==> src/design/tcv_pkg.sv <==
// Purpose: shared types and constants for the timer channel value coherency block
// Assumes: byte-wide cpu access, one channel, 10 MHz bus clock
// Notes:   field positions refer to the status and control bytes
package tcv_pkg;

  // cpu byte select
  typedef enum logic [2:0] {
    TCV_SEL_CNT_HI  = 3'b000,
    TCV_SEL_CNT_LO  = 3'b001,
    TCV_SEL_MOD_HI  = 3'b010,
    TCV_SEL_MOD_LO  = 3'b011,
    TCV_SEL_CV_HI   = 3'b100,
    TCV_SEL_CV_LO   = 3'b101,
    TCV_SEL_CH_SC   = 3'b110,
    TCV_SEL_TMR_SC  = 3'b111
  } tcv_sel_e;

  // one cpu access, valid for one cycle
  typedef struct packed {
    logic       rd;
    logic       wr;
    tcv_sel_e   sel;
    logic [7:0] data;
  } tcv_req_s;

  // channel value write buffer state
  typedef enum logic [1:0] {
    TCV_CV_IDLE    = 2'b00,
    TCV_CV_HAVE_HI = 2'b01,
    TCV_CV_HAVE_LO = 2'b10,
    TCV_CV_PEND    = 2'b11
  } tcv_cvw_e;

  // timer_status_control fields
  localparam int TCV_TSC_TOF      = 7;
  localparam int TCV_TSC_CPWM     = 5;
  localparam int TCV_TSC_CLOCK_SOURCE_SELECT_LSB = 3;
  localparam int TCV_TSC_PS_LSB   = 0;
  // chan_status_control fields
  localparam int TCV_CSC_CHF      = 7;
  localparam int TCV_CSC_MS_LSB   = 4;
  localparam int TCV_CSC_ELS_LSB  = 2;

  localparam logic [1:0]  TCV_CLOCK_SOURCE_SELECT_OFF  = 2'h0;
  localparam logic [1:0]  TCV_CLOCK_SOURCE_SELECT_BUS  = 2'h1;
  localparam logic [1:0]  TCV_MS_CAPT   = 2'h0;
  localparam logic [1:0]  TCV_MS_OC     = 2'h1;
  localparam logic [15:0] TCV_FREE_TOP  = 16'hffff;
  localparam logic [15:0] TCV_FREE_UPD  = 16'hfffe;
  localparam logic [15:0] TCV_CNT_RST   = 16'h0000;
  localparam logic [15:0] TCV_MOD_RST   = 16'h0000;
  localparam logic [15:0] TCV_CV_RST    = 16'h0000;
  localparam logic [7:0]  TCV_TSC_RST   = 8'h00;
  localparam logic [7:0]  TCV_CSC_RST   = 8'h00;
  localparam int          TCV_PS_W      = 7;
  localparam int          TCV_SYNC_N    = 2;

endpackage : tcv_pkg

==> src/design/tcv_core.sv <==
// Purpose: 16-bit timer with one channel and byte-access coherency latches
// Assumes: cpu strobes and debug halt are on clk; capture and clock pins are async
// Notes:   read data appears the cycle after the read strobe
// Summary of operation
// - capture mode read of either value byte latches both until other byte read
// - capture mode ignores cpu writes to channel value bytes
// - compare/pwm value writes buffer, then move as one 16-bit value
// - clock source 00 moves buffered value as soon as second byte written
// - clock running, compare mode moves value on next counter step
// - clock running, pwm moves value on counter step modulo-1 to modulo
// - free-running counter pwm update occurs as counter leaves 0xfffe
// - any channel control write resets channel value byte latching
// - capture read latch cleared by control write between the two reads
// - control write cancels pending compare/pwm value, register unchanged
// - counter, modulo, channel value coherent in either byte order
// - debug halt counter reads return frozen live counter
// - debug halt timer control or counter write resets counter read latch
// - debug halt channel value reads return real register contents
// - debug halt channel control write resets channel read latch
// - debug halt timer control write resets modulo write latch
`timescale 1ns/1ps
`default_nettype none
module tcv_core (
  input  wire logic            clk,
  input  wire logic            resetn,
  input  wire tcv_pkg::tcv_req_s req,
  input  wire logic            debug_halt,
  input  wire logic            capt_pin,
  input  wire logic            ext_clk_pin,
  output var  logic [7:0]      rd_data,
  output var  logic            chan_pin,
  output var  logic            chan_flag,
  output var  logic            ovf_flag
);
  import tcv_pkg::*;

  logic [7:0]          tsc_ff, csc_ff, rd_data_ff;
  logic [15:0]         cnt_ff, mod_ff, cv_ff, cnt_buf_ff, cv_rbuf_ff, cv_wbuf_ff;
  logic [7:0]          mod_buf_ff;
  logic                cnt_lat_ff, cnt_first_hi_ff, cv_lat_ff, cv_first_hi_ff;
  logic                mod_half_ff, mod_first_hi_ff, down_ff, out_ff;
  logic [TCV_PS_W-1:0] ps_ff;
  tcv_cvw_e            cvw_ff, nxt_cvw;
  logic [2:0]          sync_ff [TCV_SYNC_N];
  logic [TCV_SYNC_N-1:0] lvl_ff, prev_ff;

  // async pins: three flops, level accepted once stages two and three agree
  genvar gi;
  generate
    for (gi = 0; gi < TCV_SYNC_N; gi++) begin : g_sync
      wire logic pin_in = (gi == 0) ? capt_pin : ext_clk_pin;
      always_ff @(posedge clk or negedge resetn) begin
        if (!resetn) begin
          sync_ff[gi] <= 3'h0;
          lvl_ff[gi]  <= 1'b0;
          prev_ff[gi] <= 1'b0;
        end else begin
          sync_ff[gi] <= {sync_ff[gi][1:0], pin_in};
          if (sync_ff[gi][1] == sync_ff[gi][2]) lvl_ff[gi] <= sync_ff[gi][2];
          prev_ff[gi] <= lvl_ff[gi];
        end
      end
    end
  endgenerate

  // decode
  wire logic [1:0] clock_source_select    = tsc_ff[TCV_TSC_CLOCK_SOURCE_SELECT_LSB +: 2];
  wire logic [2:0] ps      = tsc_ff[TCV_TSC_PS_LSB +: 3];
  wire logic       cpwm    = tsc_ff[TCV_TSC_CPWM];
  wire logic [1:0] ms      = csc_ff[TCV_CSC_MS_LSB +: 2];
  wire logic [1:0] els     = csc_ff[TCV_CSC_ELS_LSB +: 2];
  wire logic       m_capt  = !cpwm && (ms == TCV_MS_CAPT);
  wire logic       m_oc    = !cpwm && (ms == TCV_MS_OC);
  wire logic       m_pwm   = cpwm || ms[1];
  wire logic       clk_off = (clock_source_select == TCV_CLOCK_SOURCE_SELECT_OFF);
  wire logic       wr      = req.wr;
  wire logic       rd      = req.rd;
  wire logic       sel_hi  = !req.sel[0];
  wire logic       wr_tsc  = wr && (req.sel == TCV_SEL_TMR_SC);
  wire logic       wr_csc  = wr && (req.sel == TCV_SEL_CH_SC);
  wire logic       wr_cnt  = wr && (req.sel == TCV_SEL_CNT_HI || req.sel == TCV_SEL_CNT_LO);
  wire logic       wr_mod  = wr && (req.sel == TCV_SEL_MOD_HI || req.sel == TCV_SEL_MOD_LO);
  wire logic       wr_cv   = wr && (req.sel == TCV_SEL_CV_HI || req.sel == TCV_SEL_CV_LO);
  wire logic       rd_cnt  = rd && (req.sel == TCV_SEL_CNT_HI || req.sel == TCV_SEL_CNT_LO);
  wire logic       rd_cv   = rd && (req.sel == TCV_SEL_CV_HI || req.sel == TCV_SEL_CV_LO);

  // prescaler source: bus clock or synced external edge; 00 stops all
  wire logic       ext_rise = lvl_ff[1] && !prev_ff[1];
  wire logic       src_en   = !debug_halt && ((clock_source_select == TCV_CLOCK_SOURCE_SELECT_BUS) || (!clk_off && clock_source_select[1] && ext_rise));
  wire logic [TCV_PS_W-1:0] ps_mask = TCV_PS_W'((1 << ps) - 1);
  wire logic       tick     = src_en && ((ps_ff & ps_mask) == ps_mask);

  wire logic [15:0] top     = (mod_ff == TCV_MOD_RST) ? TCV_FREE_TOP : mod_ff;
  wire logic [15:0] top_m1  = (mod_ff == TCV_MOD_RST) ? TCV_FREE_UPD : mod_ff - 16'h0001;
  wire logic       at_pre   = !down_ff && (cnt_ff == top_m1);
  wire logic       pwm_evt  = tick && at_pre;
  wire logic       match    = tick && (cnt_ff == cv_ff);
  wire logic       capt_evt = m_capt && (lvl_ff[0] != prev_ff[0]) &&
                              ((els[0] && lvl_ff[0]) || (els[1] && !lvl_ff[0]));
  wire logic       cv_xfer  = (cvw_ff == TCV_CV_PEND) && !wr_csc &&
                              (clk_off || (m_oc && tick) || (m_pwm && pwm_evt));
  wire logic       wrap_up  = !cpwm && (cnt_ff == top);

  // channel value write buffer; a lone byte waits for its partner
  always_comb begin
    nxt_cvw = cvw_ff;
    if (wr_csc || m_capt) begin
      nxt_cvw = TCV_CV_IDLE;
    end else if (wr_cv) begin
      if ((sel_hi && cvw_ff == TCV_CV_HAVE_LO) || (!sel_hi && cvw_ff == TCV_CV_HAVE_HI)) begin
        nxt_cvw = TCV_CV_PEND;
      end else begin
        nxt_cvw = sel_hi ? TCV_CV_HAVE_HI : TCV_CV_HAVE_LO;
      end
    end else if (cv_xfer) begin
      nxt_cvw = TCV_CV_IDLE;
    end
  end

  always_ff @(posedge clk or negedge resetn) begin
    if (!resetn) begin
      cvw_ff     <= TCV_CV_IDLE;
      cv_wbuf_ff <= TCV_CV_RST;
    end else begin
      cvw_ff <= nxt_cvw;
      if (wr_cv && !m_capt && sel_hi) cv_wbuf_ff[15:8] <= req.data;
      if (wr_cv && !m_capt && !sel_hi) cv_wbuf_ff[7:0] <= req.data;
    end
  end

  // channel value register, capture and output
  always_ff @(posedge clk or negedge resetn) begin
    if (!resetn) begin
      cv_ff     <= TCV_CV_RST;
      out_ff    <= 1'b0;
      chan_flag <= 1'b0;
    end else begin
      if (capt_evt) cv_ff <= cnt_ff;
      else if (cv_xfer) cv_ff <= cv_wbuf_ff;
      if (m_pwm) out_ff <= (cnt_ff < cv_ff);
      else if (m_oc && match) out_ff <= !out_ff;
      // set wins over the clear
      if (capt_evt || ((m_oc || m_pwm) && match)) chan_flag <= 1'b1;
      else if (wr_csc && !req.data[TCV_CSC_CHF]) chan_flag <= 1'b0;
    end
  end

  // channel value read latch, capture mode only
  always_ff @(posedge clk or negedge resetn) begin
    if (!resetn) begin
      cv_lat_ff      <= 1'b0;
      cv_first_hi_ff <= 1'b0;
      cv_rbuf_ff     <= TCV_CV_RST;
    end else if (wr_csc) begin
      cv_lat_ff <= 1'b0;
    end else if (rd_cv && m_capt && !debug_halt) begin
      if (!cv_lat_ff) begin
        cv_lat_ff      <= 1'b1;
        cv_rbuf_ff     <= cv_ff;
        cv_first_hi_ff <= sel_hi;
      end else if (sel_hi != cv_first_hi_ff) begin
        cv_lat_ff <= 1'b0;
      end
    end
  end

  // counter, prescaler and overflow
  always_ff @(posedge clk or negedge resetn) begin
    if (!resetn) begin
      cnt_ff   <= TCV_CNT_RST;
      ps_ff    <= '0;
      down_ff  <= 1'b0;
      ovf_flag <= 1'b0;
    end else begin
      if (wr_cnt || wr_tsc) ps_ff <= '0;
      else if (src_en) ps_ff <= ps_ff + 1'b1;
      if (wr_cnt) begin
        cnt_ff  <= TCV_CNT_RST;
        down_ff <= 1'b0;
      end else if (tick) begin
        if (wrap_up) cnt_ff <= TCV_CNT_RST;
        else if (down_ff) cnt_ff <= cnt_ff - 16'h0001;
        else cnt_ff <= cnt_ff + 16'h0001;
        if (cpwm && !down_ff && cnt_ff == top_m1) down_ff <= 1'b1;
        if (cpwm && down_ff && cnt_ff == 16'h0001) down_ff <= 1'b0;
      end
      if (tick && (wrap_up || (cpwm && down_ff && cnt_ff == 16'h0001))) ovf_flag <= 1'b1;
      else if (wr_tsc && !req.data[TCV_TSC_TOF]) ovf_flag <= 1'b0;
    end
  end

  // counter read latch; frozen reads in debug bypass it
  always_ff @(posedge clk or negedge resetn) begin
    if (!resetn) begin
      cnt_lat_ff      <= 1'b0;
      cnt_first_hi_ff <= 1'b0;
      cnt_buf_ff      <= TCV_CNT_RST;
    end else if (wr_cnt || (debug_halt && wr_tsc)) begin
      cnt_lat_ff <= 1'b0;
    end else if (rd_cnt && !debug_halt) begin
      if (!cnt_lat_ff) begin
        cnt_lat_ff      <= 1'b1;
        cnt_buf_ff      <= cnt_ff;
        cnt_first_hi_ff <= sel_hi;
      end else if (sel_hi != cnt_first_hi_ff) begin
        cnt_lat_ff <= 1'b0;
      end
    end
  end

  // modulo write latch and control registers
  always_ff @(posedge clk or negedge resetn) begin
    if (!resetn) begin
      mod_ff          <= TCV_MOD_RST;
      mod_buf_ff      <= 8'h00;
      mod_half_ff     <= 1'b0;
      mod_first_hi_ff <= 1'b0;
      tsc_ff          <= TCV_TSC_RST;
      csc_ff          <= TCV_CSC_RST;
    end else begin
      if (wr_tsc) tsc_ff <= req.data;
      if (wr_csc) csc_ff <= req.data;
      if (debug_halt && wr_tsc) begin
        mod_half_ff <= 1'b0;
      end else if (wr_mod) begin
        if (mod_half_ff && sel_hi != mod_first_hi_ff) begin
          mod_ff      <= sel_hi ? {req.data, mod_buf_ff} : {mod_buf_ff, req.data};
          mod_half_ff <= 1'b0;
        end else begin
          mod_buf_ff      <= req.data;
          mod_half_ff     <= 1'b1;
          mod_first_hi_ff <= sel_hi;
        end
      end
    end
  end

  // read mux; the latch only serves a read when not halted
  wire logic [15:0] cnt_view = (cnt_lat_ff && !debug_halt) ? cnt_buf_ff : cnt_ff;
  wire logic [15:0] cv_view  = (cv_lat_ff && !debug_halt) ? cv_rbuf_ff : cv_ff;
  logic [7:0] rd_mux;
  always_comb begin
    case (req.sel)
      TCV_SEL_CNT_HI: rd_mux = cnt_view[15:8];
      TCV_SEL_CNT_LO: rd_mux = cnt_view[7:0];
      TCV_SEL_MOD_HI: rd_mux = mod_ff[15:8];
      TCV_SEL_MOD_LO: rd_mux = mod_ff[7:0];
      TCV_SEL_CV_HI:  rd_mux = cv_view[15:8];
      TCV_SEL_CV_LO:  rd_mux = cv_view[7:0];
      TCV_SEL_CH_SC:  rd_mux = {chan_flag, csc_ff[6:0]};
      TCV_SEL_TMR_SC: rd_mux = {ovf_flag, tsc_ff[6:0]};
      default:        rd_mux = 8'h00;
    endcase
  end

  always_ff @(posedge clk or negedge resetn) begin
    if (!resetn) rd_data_ff <= 8'h00;
    else if (rd) rd_data_ff <= rd_mux;
  end

  assign rd_data  = rd_data_ff;
  assign chan_pin = out_ff;
endmodule : tcv_core
`default_nettype wire

==> config.mk <==
export PLATFORM = sky130hd
export DESIGN_NAME = tcv_core
export DESIGN_NICKNAME = d
export VERILOG_FILES = /design/src/design/tcv_pkg.sv /design/src/design/tcv_core.sv
export SDC_FILE = /design/constraint.sdc
export NUM_CORES = 1
export LEC_CHECK = 0
export BUFFER_PORTS_ARGS = -buffer_cell sky130_fd_sc_hd__buf_2
export CAP_MARGIN = 10
export CORE_MARGIN = 3
export CORE_UTILIZATION = 59
export CTS_CLUSTER_DIAMETER = 80
export CTS_CLUSTER_SIZE = 20
export DETAILED_ROUTE_END_ITERATION = 8
export GPL_ROUTABILITY_DRIVEN = 0
export PLACE_DENSITY = 0.88
export SKIP_CTS_REPAIR_TIMING = 1
export SLEW_MARGIN = 20
export SYNTH_ARGS = -nofsm -noshare
export SYNTH_HDL_FRONTEND = slang
export SYNTH_SLANG_ARGS = --single-unit
==> constraint.sdc <==
create_clock -name clk -period 3.7 [get_ports clk]
set_clock_uncertainty 0.05 [all_clocks]
set_input_delay 0.37 -clock clk [delete_from_list [all_inputs] [get_ports clk]]
set_output_delay 0.37 -clock clk [all_outputs]
set_load 0.03 [all_outputs]
==> results summary, run 1 <==
The share of the clock period used by the worst path after layout is 91.58%. The worst-case IR drop observed on VDD is 501.2 µV. In the final layout, flip-flops and latches occupy 3879 µm². The power density over the cells is 702.5 nW/µm².

The worst register-to-register path ends at cnt_ff[13]. The number of placement rows is 44. Counting cells, the worst reg-to-reg path comes to 11.

The CTS tree is done. The average detailed-routed wire length per instance came out at 22.68 µm. The half-perimeter wire length of the detailed placement result is 17740 µm. The class of the tightest hold or removal check is in -> reg. The DRC marker count from the first detailed-route iteration is 1180. Yosys mapped the design onto 69 distinct sky130hd cell types. The area growth from synthesis to layout is 10.08%.

Adding up every negative setup slack in the final design gives 0 ns. The async set-reset flop share out of synthesis is 100.0%. Per report_power, the sequential group accounts for 40.2% of the total. Setup repair after global routing left no endpoint under its margin. The worst hold path begins at req[3]. The worst hold path depth came out at 2. In the final layout, the share of cells above drive strength 1 is 18.41%. The first detailed-routing pass took 7 iterations. The minimum setup slack after placement is 0.3247 ns. The via count of the first global-routing pass is 7598. The global route total overflow is 0. The die boundary width came out at 130.8 µm.

The shortest period the worst path allows is 3.389 ns. The final net count came out at 994. Yosys printed 0 warnings. For this block, the via count after detailed routing is 7931. The library cell used most frequently in the layout, excluding fill and tap cells, is dfrtp_1.

The net switching power figure came out at 0.002865 W. The number of flops mapped to enable cells by yosys came out at 0. After synthesis the cells add up to 9188 µm². The clock tree buffer depth came out at 2. The floorplan die height came out at 130.8 µm. The insertion delay to the later sink of the worst-skew pair came out at 0.44 ns.

The starting density of the core came out at 61.81%. The total count of max-transition violations in the final report is 0. The number of buffers created by CTS came out at 17.

The critical path class is reg -> reg. Of the synthesized area, sequential elements account for 42.22%. The element type at the critical path end is a register.

Counting every instance in the synthesized netlist gives 945. The relative contribution of combinational cells to total power came out at 35.5%. The depth of the CTS H-tree is 4. The largest net degree at the start of global routing is 85. The part of the total power dissipated in the clock network is 24.3%.

The worst hold slack after final layout is 0.2316 ns. In the synthesized netlist the dominant register cell turns out to be dfrtp_1. Leaving out fill and tap cells, the most frequent cells in the layout are dfrtp_1, nand2_1, mux2_2. The clock edge transition at the registers on the reported setup and hold paths is 0.07 ns.

The remaining antenna violation count came out at 0. In the global route stage, overall resource usage came out at 31.83%. The actual transition at the worst max-transition pin came out at 0.9639 ns. The count of maximum capacitance violations is 0. Summing internal, switching and leakage power gives 0.007104 W. The proportion of total power due to net switching came out at 40.33%.

The I/O pin count is 29. The number of antenna violations at the first check in global routing is 0. The utilization after layout came out at 68.04%.

The area of combinational cells with multiple inputs is 4888 µm². The routed wire length came out at 26100 µm. The internal portion of total power came out at 0.004239 W.

After synthesis the netlist holds a flip-flop and latch count of 155. After filler insertion, the fill cell instance count of the layout stands at 1067. The data arrival time of the critical path came out at 3.64 ns. The core region area is 14860 µm².

The number of antenna repair diodes is 0. The flow ran to the end, and the final reports show no timing, DRC or antenna violations. The area enclosed by the die boundary came out at 17110 µm². In this run the register-to-register setup slack is 0.31 ns. The number of endpoints with negative hold slack in the final report came out at 0. The startpoint type of the worst setup path is a register. The worst register-to-register path begins at tsc_ff[1]. The count of clock tree sinks is 155.

The path with the worst hold slack has its endpoint at csc_ff[3]. The worst slew margin relative to its limit came out at 35.25%. The first global-routing pass estimated 41280 µm of wire.

The via density per instance is 6.891. After detailed routing, the number of remaining DRC violations is 0. Summed over all cells, the static leakage comes to 4.608 nW. The master cell of the clock root buffer is clkbuf_16.

Setup violations remaining at the end of the flow were counted as 0. The net count of the mapped netlist is 985. The final worst-path setup slack is 0.3114 ns. Timing would allow up to 295.1 MHz.

The average cell area after synthesis is 9.722 µm². The number of buffers inserted by port buffering came out at 28. The data required time at the worst endpoint is 3.95 ns. The worst-path maximum fanout came out at 16.
-- worst max-delay path by stage --
stage | startpoint | end | slack, ns
floorplan | tsc_ff[1] | cv_ff[0] | 0.58
CTS | tsc_ff[1] | cnt_ff[13] | 0.35
detailed placement | tsc_ff[1] | cnt_ff[13] | 0.32
global placement | tsc_ff[0] | cnt_ff[13] | 0.55
global route | tsc_ff[0] | cnt_ff[12] | 0.06
finish | tsc_ff[1] | cnt_ff[13] | 0.31
-- critical path: stages (launching register included) --
cell and delay [ns]:
dfrtp_1 0.47, nor3_1 0.29, inv_1 0.07, ha_1 0.26
nand2_1 0.07, a21oi_1 0.04, a211o_1 0.28, a2111oi_2 0.35
buf_4 0.28, nand2b_1 0.20, nand3_1 0.35, o311ai_0 0.52
-- stage by stage --
stage / instances / instance area, µm²
after floorplan: 945 / 9188
after global placement: 1116 / 9512
after detailed placement: 1116 / 9512
after CTS: 1148 / 10080
after global routing: 1151 / 10110
final: 1151 / 10110
-- power groups by stage --
stage                     clock [W]  combinational, W  sequential [W]
after floorplan                   0           0.00196         0.00254
after global placement            0           0.00231         0.00279
after detailed placement          0           0.00243         0.00284
after CTS                   0.00174           0.00246         0.00281
after global routing        0.00180           0.00275         0.00290
final                       0.00173           0.00252         0.00285
-- layer usage --
| metal | track usage (%) | wire, µm | vias up |
|---|---|---|---|
| met4 | 14.40 | 1299 | 0 |
| met5 | 0 | 0 | - |
| met3 | 10.16 | 3283 | 135 |
| li1 | - | - | 3451 |
| met1 | 42.43 | 9947 | 3777 |
| met2 | 47.73 | 11570 | 568 |
-- synth_stat cells (4+ instances only) --
library cell,count,area (µm²)
clkbuf_1,64,240.2
mux2i_1,70,700.7
nand2b_1,14,87.58
o22ai_1,11,68.82
nand3_1,23,115.1
or2_2,4,25.02
o31ai_1,5,37.54
nor4_1,8,50.05
a21boi_0,4,30.03
mux2_2,73,822.0
nand4_1,24,150.1
a221oi_1,10,87.58
o21ai_0,56,280.3
xnor2_1,13,113.9
a211oi_1,16,120.1
nor2b_1,7,43.79
or3_1,9,56.30
o21a_1,5,37.54
a21oi_1,31,155.2
nand3b_1,9,67.56
inv_1,34,127.6
a211o_1,4,35.03
o311ai_0,10,87.58
dfrtp_1,155,3879
nand2_1,109,409.1
a31oi_1,16,100.1
buf_1,5,18.77
nor2_1,44,165.2
xor2_1,16,140.1
and3_1,4,25.02
nor3_1,9,45.04
ha_1,22,275.3
-- final cells by class --
class	instances	share of cell area (%)
Tap cell	184	2.276
Clock buffer	19	4.380
Multi-Input combinational cell	683	48.34
Timing Repair Buffer	63	4.120
Clock inverter	13	1.274
Inverter	34	1.262
Sequential cell	155	38.35
-- cells by family after synthesis --
family,synth area share [%]
flops,42.22
compound gates,14.65
simple gates,15.82
mux,16.70
buf+inv,4.630
fa+ha+maj,3.214
xor+xnor,2.764
-- sequential cells by signal, indices dropped and copies added (netlist names), 6 cells and up --
name	cells
mod_ff	16
cv_ff	16
tsc_ff	7
cv_rbuf_ff	16
cnt_ff	16
rd_data	8
cnt_buf_ff	16
ps_ff	7
csc_ff	7
sync_ff	6
mod_buf_ff	8
cv_wbuf_ff	16
No activity file was read; power rests on OpenSTA's default activity.
==> run 2, diff against run 1 <==
==> constraint.sdc (replaced) <==
create_clock -name clk -period 3.7 [get_ports clk]
set_clock_uncertainty 0.05 [all_clocks]
set_input_delay 0.555 -clock clk [delete_from_list [all_inputs] [get_ports clk]]
set_output_delay 0.555 -clock clk [all_outputs]
set_load 0.03 [all_outputs]
==> run 2 against run 1 <==
- core utilization is 0.21 points lower
- flip-flop and latch count stayed put
- non-clock buffer count is 6 lower
- register-to-register slack better by 0.096 ns
- count of clock-buffer cells in the layout is 1 lower
- first-iteration DRC count is 12% lower
- worst setup slack better by 0.096 ns
- via count is 0.49% lower
- critical path type unchanged
==> results summary, run 2 (same netlist as run 1, synthesis figures left out) <==
The number of failing setup endpoints in the final timing report came out at 0. The depth of the CTS H-tree is 4. Walking the worst path, the cells encountered are nor3_1 -> inv_1 -> ha_1 -> nand2_1 -> a21oi_1 -> a211o_1 -> a2111oi_2 -> buf_4 -> nand2b_1 -> nand3_1 -> o311ai_0. Summed over all cells, the static leakage comes to 4.593 nW. Leaving out fill and tap cells, the most frequent cell in the layout is dfrtp_1. Data on the critical path is required at its endpoint by 3.96 ns. The maximum achievable frequency is 303.7 MHz.

The core region area is 14860 µm². The number of placement rows came out at 44. The share of total power dissipated in sequential elements is 40.8%. The library cells used most frequently in the layout, excluding fill and tap cells, are dfrtp_1, nand2_1, mux2_2.

The remaining antenna violation count is 0. The count of clock tree sinks is 155. The total negative setup slack came out at 0 ns.

The wire length of the first global-routing pass is 40860 µm. The root buffer cell chosen for the clock tree is clkbuf_16. The die boundary width came out at 130.8 µm. The share of the clock period used by the worst path after layout is 88.99%. The number of antenna repair diodes is 0. The buffers plus inverters on the worst setup path came out at 2.

The proportion of total power due to net switching is 40.40%. The part of the total power dissipated in the clock network came out at 24.7%. STA classifies the critical path startpoint as a register. The starting density of the core is 61.81%. The floorplan die height came out at 130.8 µm. Power spread over the standard cell area amounts to 699.7 nW/µm².

The worst slew margin relative to its limit is 39.92%. The count of buffers added on input and output ports is 28. Setup repair after global routing left no endpoint under its margin. In this run the register-to-register setup slack is 0.41 ns. The DRC marker count from the first detailed-route iteration came out at 1040. Max-cap violations in this run came to 0. The average detailed-routed wire length per instance is 22.36 µm. The maximum vdd ir drop is 479.6 µV. For this run, design rule violations remaining after detail routing come to 0.

For this design, the slowest cell found on the critical path is dfrtp_1. For this run, the total global-route usage over all layers was measured as 31.29%. The final net count came out at 988. The internal power of the cells totals 0.004205 W. The clock edge transition at the registers on the reported setup and hold paths came out at 0.06 ns. The number of antenna violations at the first check in global routing was 0. After detailed routing, the number of vias per cell comes to 6.893. The I/O pin count is 29. The number of endpoints with negative hold slack in the final report was 0.

The number of buffers created by CTS came out at 17. For this block, the via count after detailed routing is 7892. The net switching power figure came out at 0.002850 W. Grouping stages by cell kind, the critical path spends the most delay in compound AO/OA/AOI/OAI gates.

The class of the tightest hold or removal check is in -> async. The shortest period the worst path allows is 3.293 ns. The element type at the critical path end is a register.

The largest net degree at the start of global routing is 68. The relative contribution of combinational cells to total power came out at 34.5%. The actual transition at the worst max-transition pin came out at 0.9012 ns. The area enclosed by the die boundary came out at 17110 µm². The growth of design area from synthesis to finish is 9.737%. The insertion delay to the later sink of the worst-skew pair came out at 0.44 ns. The filler cells instantiated in the layout total 1077.

The routed wire length came out at 25600 µm. The total count of max-transition violations in the final report came out at 0. TritonCTS built the clock tree. The number of iterations in the first detailed-routing pass came out at 8. The clock tree buffer depth came out at 2.

The post-route netlist has 18.21% of its cells at a drive strength greater than 1. The delay of the slowest cell on the worst path came out at 0.47 ns. The tightest hold path in the finished design has a slack of 0.07166 ns.

The HPWL after detailed placement is 17220 µm. The via count of the first global-routing pass is 7584. The data arrival time of the critical path is 3.55 ns. The global route total overflow came out at 0.

Along the worst path, the maximum fanout reaches 16. The critical path in this run is classified as reg -> reg. The run finished with clean final reports.
==> run 2: cell count changes in the layout (fill, tap and decap cells not counted), moves of 2 or more <==
cell and delta:
buf_4 -4, clkinv_4 +2, dlygate4sd3_1 -3, clkinvlp_4 -2
==> run 2: worst paths after layout <==
path                            start         end  cells after the start
max                         tsc_ff[1]   cnt_ff[7]                     11
max reg2reg                 tsc_ff[1]   cnt_ff[7]                     11
min                            resetn  rd_data[1]                      1
max in group asynchronous      resetn  rd_data[5]                      2
min reg2reg                sync_ff[3]  sync_ff[4]                      0
min in group clk             capt_pin  sync_ff[3]                      1
==> run 2: metrics by stage <==
stage	area, µm²	total power, W	setup WS (ns)	util (%)	instances
finish	10080	0.007054	0.4075	67.83	1145
global route	10080	0.007407	0.1294	67.83	1145
CTS	10080	0.006978	0.4617	67.83	1145
detailed placement	9502	0.005202	0.4350	63.92	1113
global placement	9502	0.005060	0.5997	63.92	1113
floorplan	9188	0.004505	0.5781	-	945
==> run 2: power by group through the flow <==
stage | combinational, W | clock (W) | sequential (W)
final | 0.00243 | 0.00174 | 0.00288
after global routing | 0.00266 | 0.00182 | 0.00293
after CTS | 0.00239 | 0.00174 | 0.00284
after detailed placement | 0.00235 | 0 | 0.00285
after global placement | 0.00225 | 0 | 0.00281
after floorplan | 0.00196 | 0 | 0.00254
==> run 2: cell type report <==
cell class	instances	area [µm²]	share of cell area, %
clock inverters	14	151.4	1.502
clock buffers	18	429.2	4.257
repair buffers	57	376.6	3.735
inverters	34	127.6	1.266
flip-flops and latches	155	3879	38.47
well taps	184	230.2	2.283
multi-input cells	683	4888	48.49
==> run 2: worst reg2reg max path, cell delays in order (launching register included) <==
cell	delay [ns]
dfrtp_1	0.47
nor3_1	0.29
inv_1	0.08
ha_1	0.26
nand2_1	0.08
a21oi_1	0.04
a211o_1	0.29
a2111oi_2	0.35
buf_4	0.28
nand2b_1	0.21
nand3_1	0.34
o311ai_0	0.44
==> run 2: metal layers <==
metal | track usage, % | routed length (µm) | up-vias
li1 | - | - | 3444
met1 | 41.58 | 10320 | 3848
met2 | 45.96 | 11300 | 485
met3 | 9.878 | 2628 | 115
met4 | 16.58 | 1352 | 0
met5 | 0 | 0 | -
==> run 3, diff against run 2 <==
--- a/config.mk
+++ b/config.mk
@@ -14,6 +14,7 @@
 export DETAILED_ROUTE_END_ITERATION = 8
 export GPL_ROUTABILITY_DRIVEN = 0
 export PLACE_DENSITY = 0.88
+export REMOVE_ABC_BUFFERS = 1
 export SKIP_CTS_REPAIR_TIMING = 1
 export SLEW_MARGIN = 20
 export SYNTH_ARGS = -nofsm -noshare
==> run 3 against run 2 <==
- global-route usage is 0.29 points lower
- combinational power is 6% higher
- sequential share of layout area is 0.12 points lower
- design area is 0.31% higher
- register-to-register slack worse by 0.14 ns
- largest power group unchanged
==> results summary, run 3 (same netlist as run 1, synthesis figures left out) <==
The number of placed instances, taps included is 1117. Summing over every cut layer, the via total after detailed routing is 7906. For met1 alone, demand over resource in global routing was 42.09%.

The number of DRC violations after detailed routing came out at 0. The run finished with clean final reports. The insertion delay to the later sink of the worst-skew pair came out at 0.44 ns. Along the worst path, the maximum fanout reaches 15. Once the floorplan was initialized, standard cells occupied 61.81% of the core.

For the pin with the worst max-slew slack, the measured transition is 0.9634 ns. Of the total power, combinational logic draws 36.4%. The overall global routing resource usage is 31.00%.

The total count of max-transition violations in the final report came to 0. The H-tree was split into 4 levels. In this run the deepest clock path goes through 2 buffers. The data required time at the worst endpoint is 4.00 ns. The data arrival time of the critical path is 3.73 ns. The number of iterations in the first detailed-routing pass is 6.

Leaving out fill and tap cells, the most frequent cells in the layout are dfrtp_1, nand2_1, mux2_2. The number of placement rows is 44. The worst setup path is of the reg -> reg kind. Once placement finished, the instance area stood at 9539 µm². VDD sags by at most 585.9 µV. In this run, CTS created clock tree buffers numbering 17. The floorplan die height is 130.8 µm. The number of buffers inserted by port buffering is 28. The half-perimeter wire length of the detailed placement result is 17610 µm. In the final timing run, aggregate negative setup slack is 0 ns.

The power density over the cells is 697.1 nW/µm². The share of total power in sequential cells came out at 39.8%. The number of endpoints with negative hold slack in the final report came out at 0. The growth of design area from synthesis to finish came out at 10.08%. For this design the static power due to leakage is 4.610 nW.

The area enclosed by the die boundary came out at 17110 µm². The proportion of total power due to net switching is 40.10%. The CTS tree is done. The number of failing setup endpoints in the final timing report is 0. The root buffer cell chosen for the clock tree is clkbuf_16. Setup repair after global routing left no endpoint under its margin.

The clock edge transition at the registers on the reported setup and hold paths came out at 0.07 ns. The via count of the first global-routing pass was 7451. The min-delay analysis places its worst path in the category in -> async.

The worst slew margin relative to its limit is 35.54%. The largest net degree at the start of global routing came out at 65. The global routing stage identified its most utilized layer as met2.

The part of the total power dissipated in the clock network came out at 23.8%. The internal portion of total power is 0.004222 W. The routed wire length is 25340 µm. The first global-routing pass estimated 40730 µm of wire. The core region area is 14860 µm². The worst register-to-register path begins at tsc_ff[1]. The share of the clock period used by the worst path after layout came out at 92.77%.

The die boundary width came out at 130.8 µm. The total non-filler cell area in the finished layout came out at 10110 µm². STA classifies the critical path startpoint as a register. The count of cells in the finished layout, fillers not included, comes to 1149. The global route total overflow is 0. The library cell used most frequently in the layout, excluding fill and tap cells, is dfrtp_1.

STA classifies the critical path endpoint as a register. The shortest period the worst path allows is 3.432 ns. The remaining antenna violation count is 0. The final net count came out at 992.

In the global route stage, met2 resource usage came out at 46.62%. The global-route track usage on met3 is 9.024%. The number of antenna repair diodes came out at 0. Once layout is complete, the utilization of the core stands at 68.04%. The number of antenna violations at the first check in global routing came out at 0. The I/O pin count is 29.

The post-route netlist has 18.76% of its cells at a drive strength greater than 1. The count of clock tree sinks came out at 155. Tracing the worst setup path back leads to its startpoint at tsc_ff[1]. The maximum achievable frequency came out at 291.3 MHz. The average detailed-routed wire length per instance came out at 22.05 µm. Max-cap violations in this run came to 0. In the routed layout, each cell is associated on average with a via count of 6.881.

For this block, the initial DRC count from the detailed router was 1222. The net switching power figure is 0.002827 W.
==> run 3: worst paths after layout <==
check,to,slack (ns),cells past startpoint
max reg2reg,cv_ff[4],0.27,13
min in group clk,sync_ff[0],0.18,1
max,cv_ff[4],0.27,13
max in group asynchronous,cv_lat_ff,2.66,2
min,cnt_ff[2],0.03,1
min reg2reg,sync_ff[4],0.31,0
==> run 3: layout make-up <==
class                   instances  area [µm²]
repair buffers                 61       406.6
inverters                      34       127.6
flip-flops and latches        155        3879
clock buffers                  20       466.7
well taps                     184       230.2
multi-input cells             683        4901
fillers                      1049        4751
clock inverters                12       102.6
==> run 3: stage by stage <==
stage / worst slack (ns) / total power [W] / hold slack (ns)
floorplan: 0.1504 / 0.004390 / 0.2094
global placement: 0.4429 / 0.005109 / 0.2886
detailed placement: 0.2886 / 0.005258 / 0.2966
CTS: 0.3118 / 0.006964 / 0.03533
global route: 0.05448 / 0.007424 / 0.06705
finish: 0.2677 / 0.007050 / 0.02892
==> run 3: routing by layer <==
metal | up-vias | wire length, µm | share of wire [%]
li1 | 3452 | - | -
met1 | 3845 | 10060 | 40
met2 | 494 | 11150 | 44
met3 | 115 | 2982 | 12
met4 | 0 | 1151 | 4.5
met5 | - | 0 | 0
==> run 3: critical path: stages, from the launching register on <==
cell,delay [ns]
dfrtp_1,0.47
nor3_1,0.27
inv_1,0.07
ha_1,0.25
nand2_1,0.08
a21oi_1,0.04
a211o_1,0.29
a2111oi_2,0.54
buf_4,0.30
a31oi_1,0.15
o21bai_1,0.30
a21oi_4,0.06
buf_4,0.24
mux2i_1,0.21
==> run 3: power by group through the flow <==
| stage | clock network [W] | logic [W] | registers [W] |
|---|---|---|---|
| finish | 0.00168 | 0.00257 | 0.00280 |
| global route | 0.00176 | 0.00281 | 0.00285 |
| CTS | 0.00169 | 0.00251 | 0.00276 |
| detailed placement | 0 | 0.00247 | 0.00279 |
| global placement | 0 | 0.00237 | 0.00274 |
| floorplan | 0 | 0.00168 | 0.00271 |
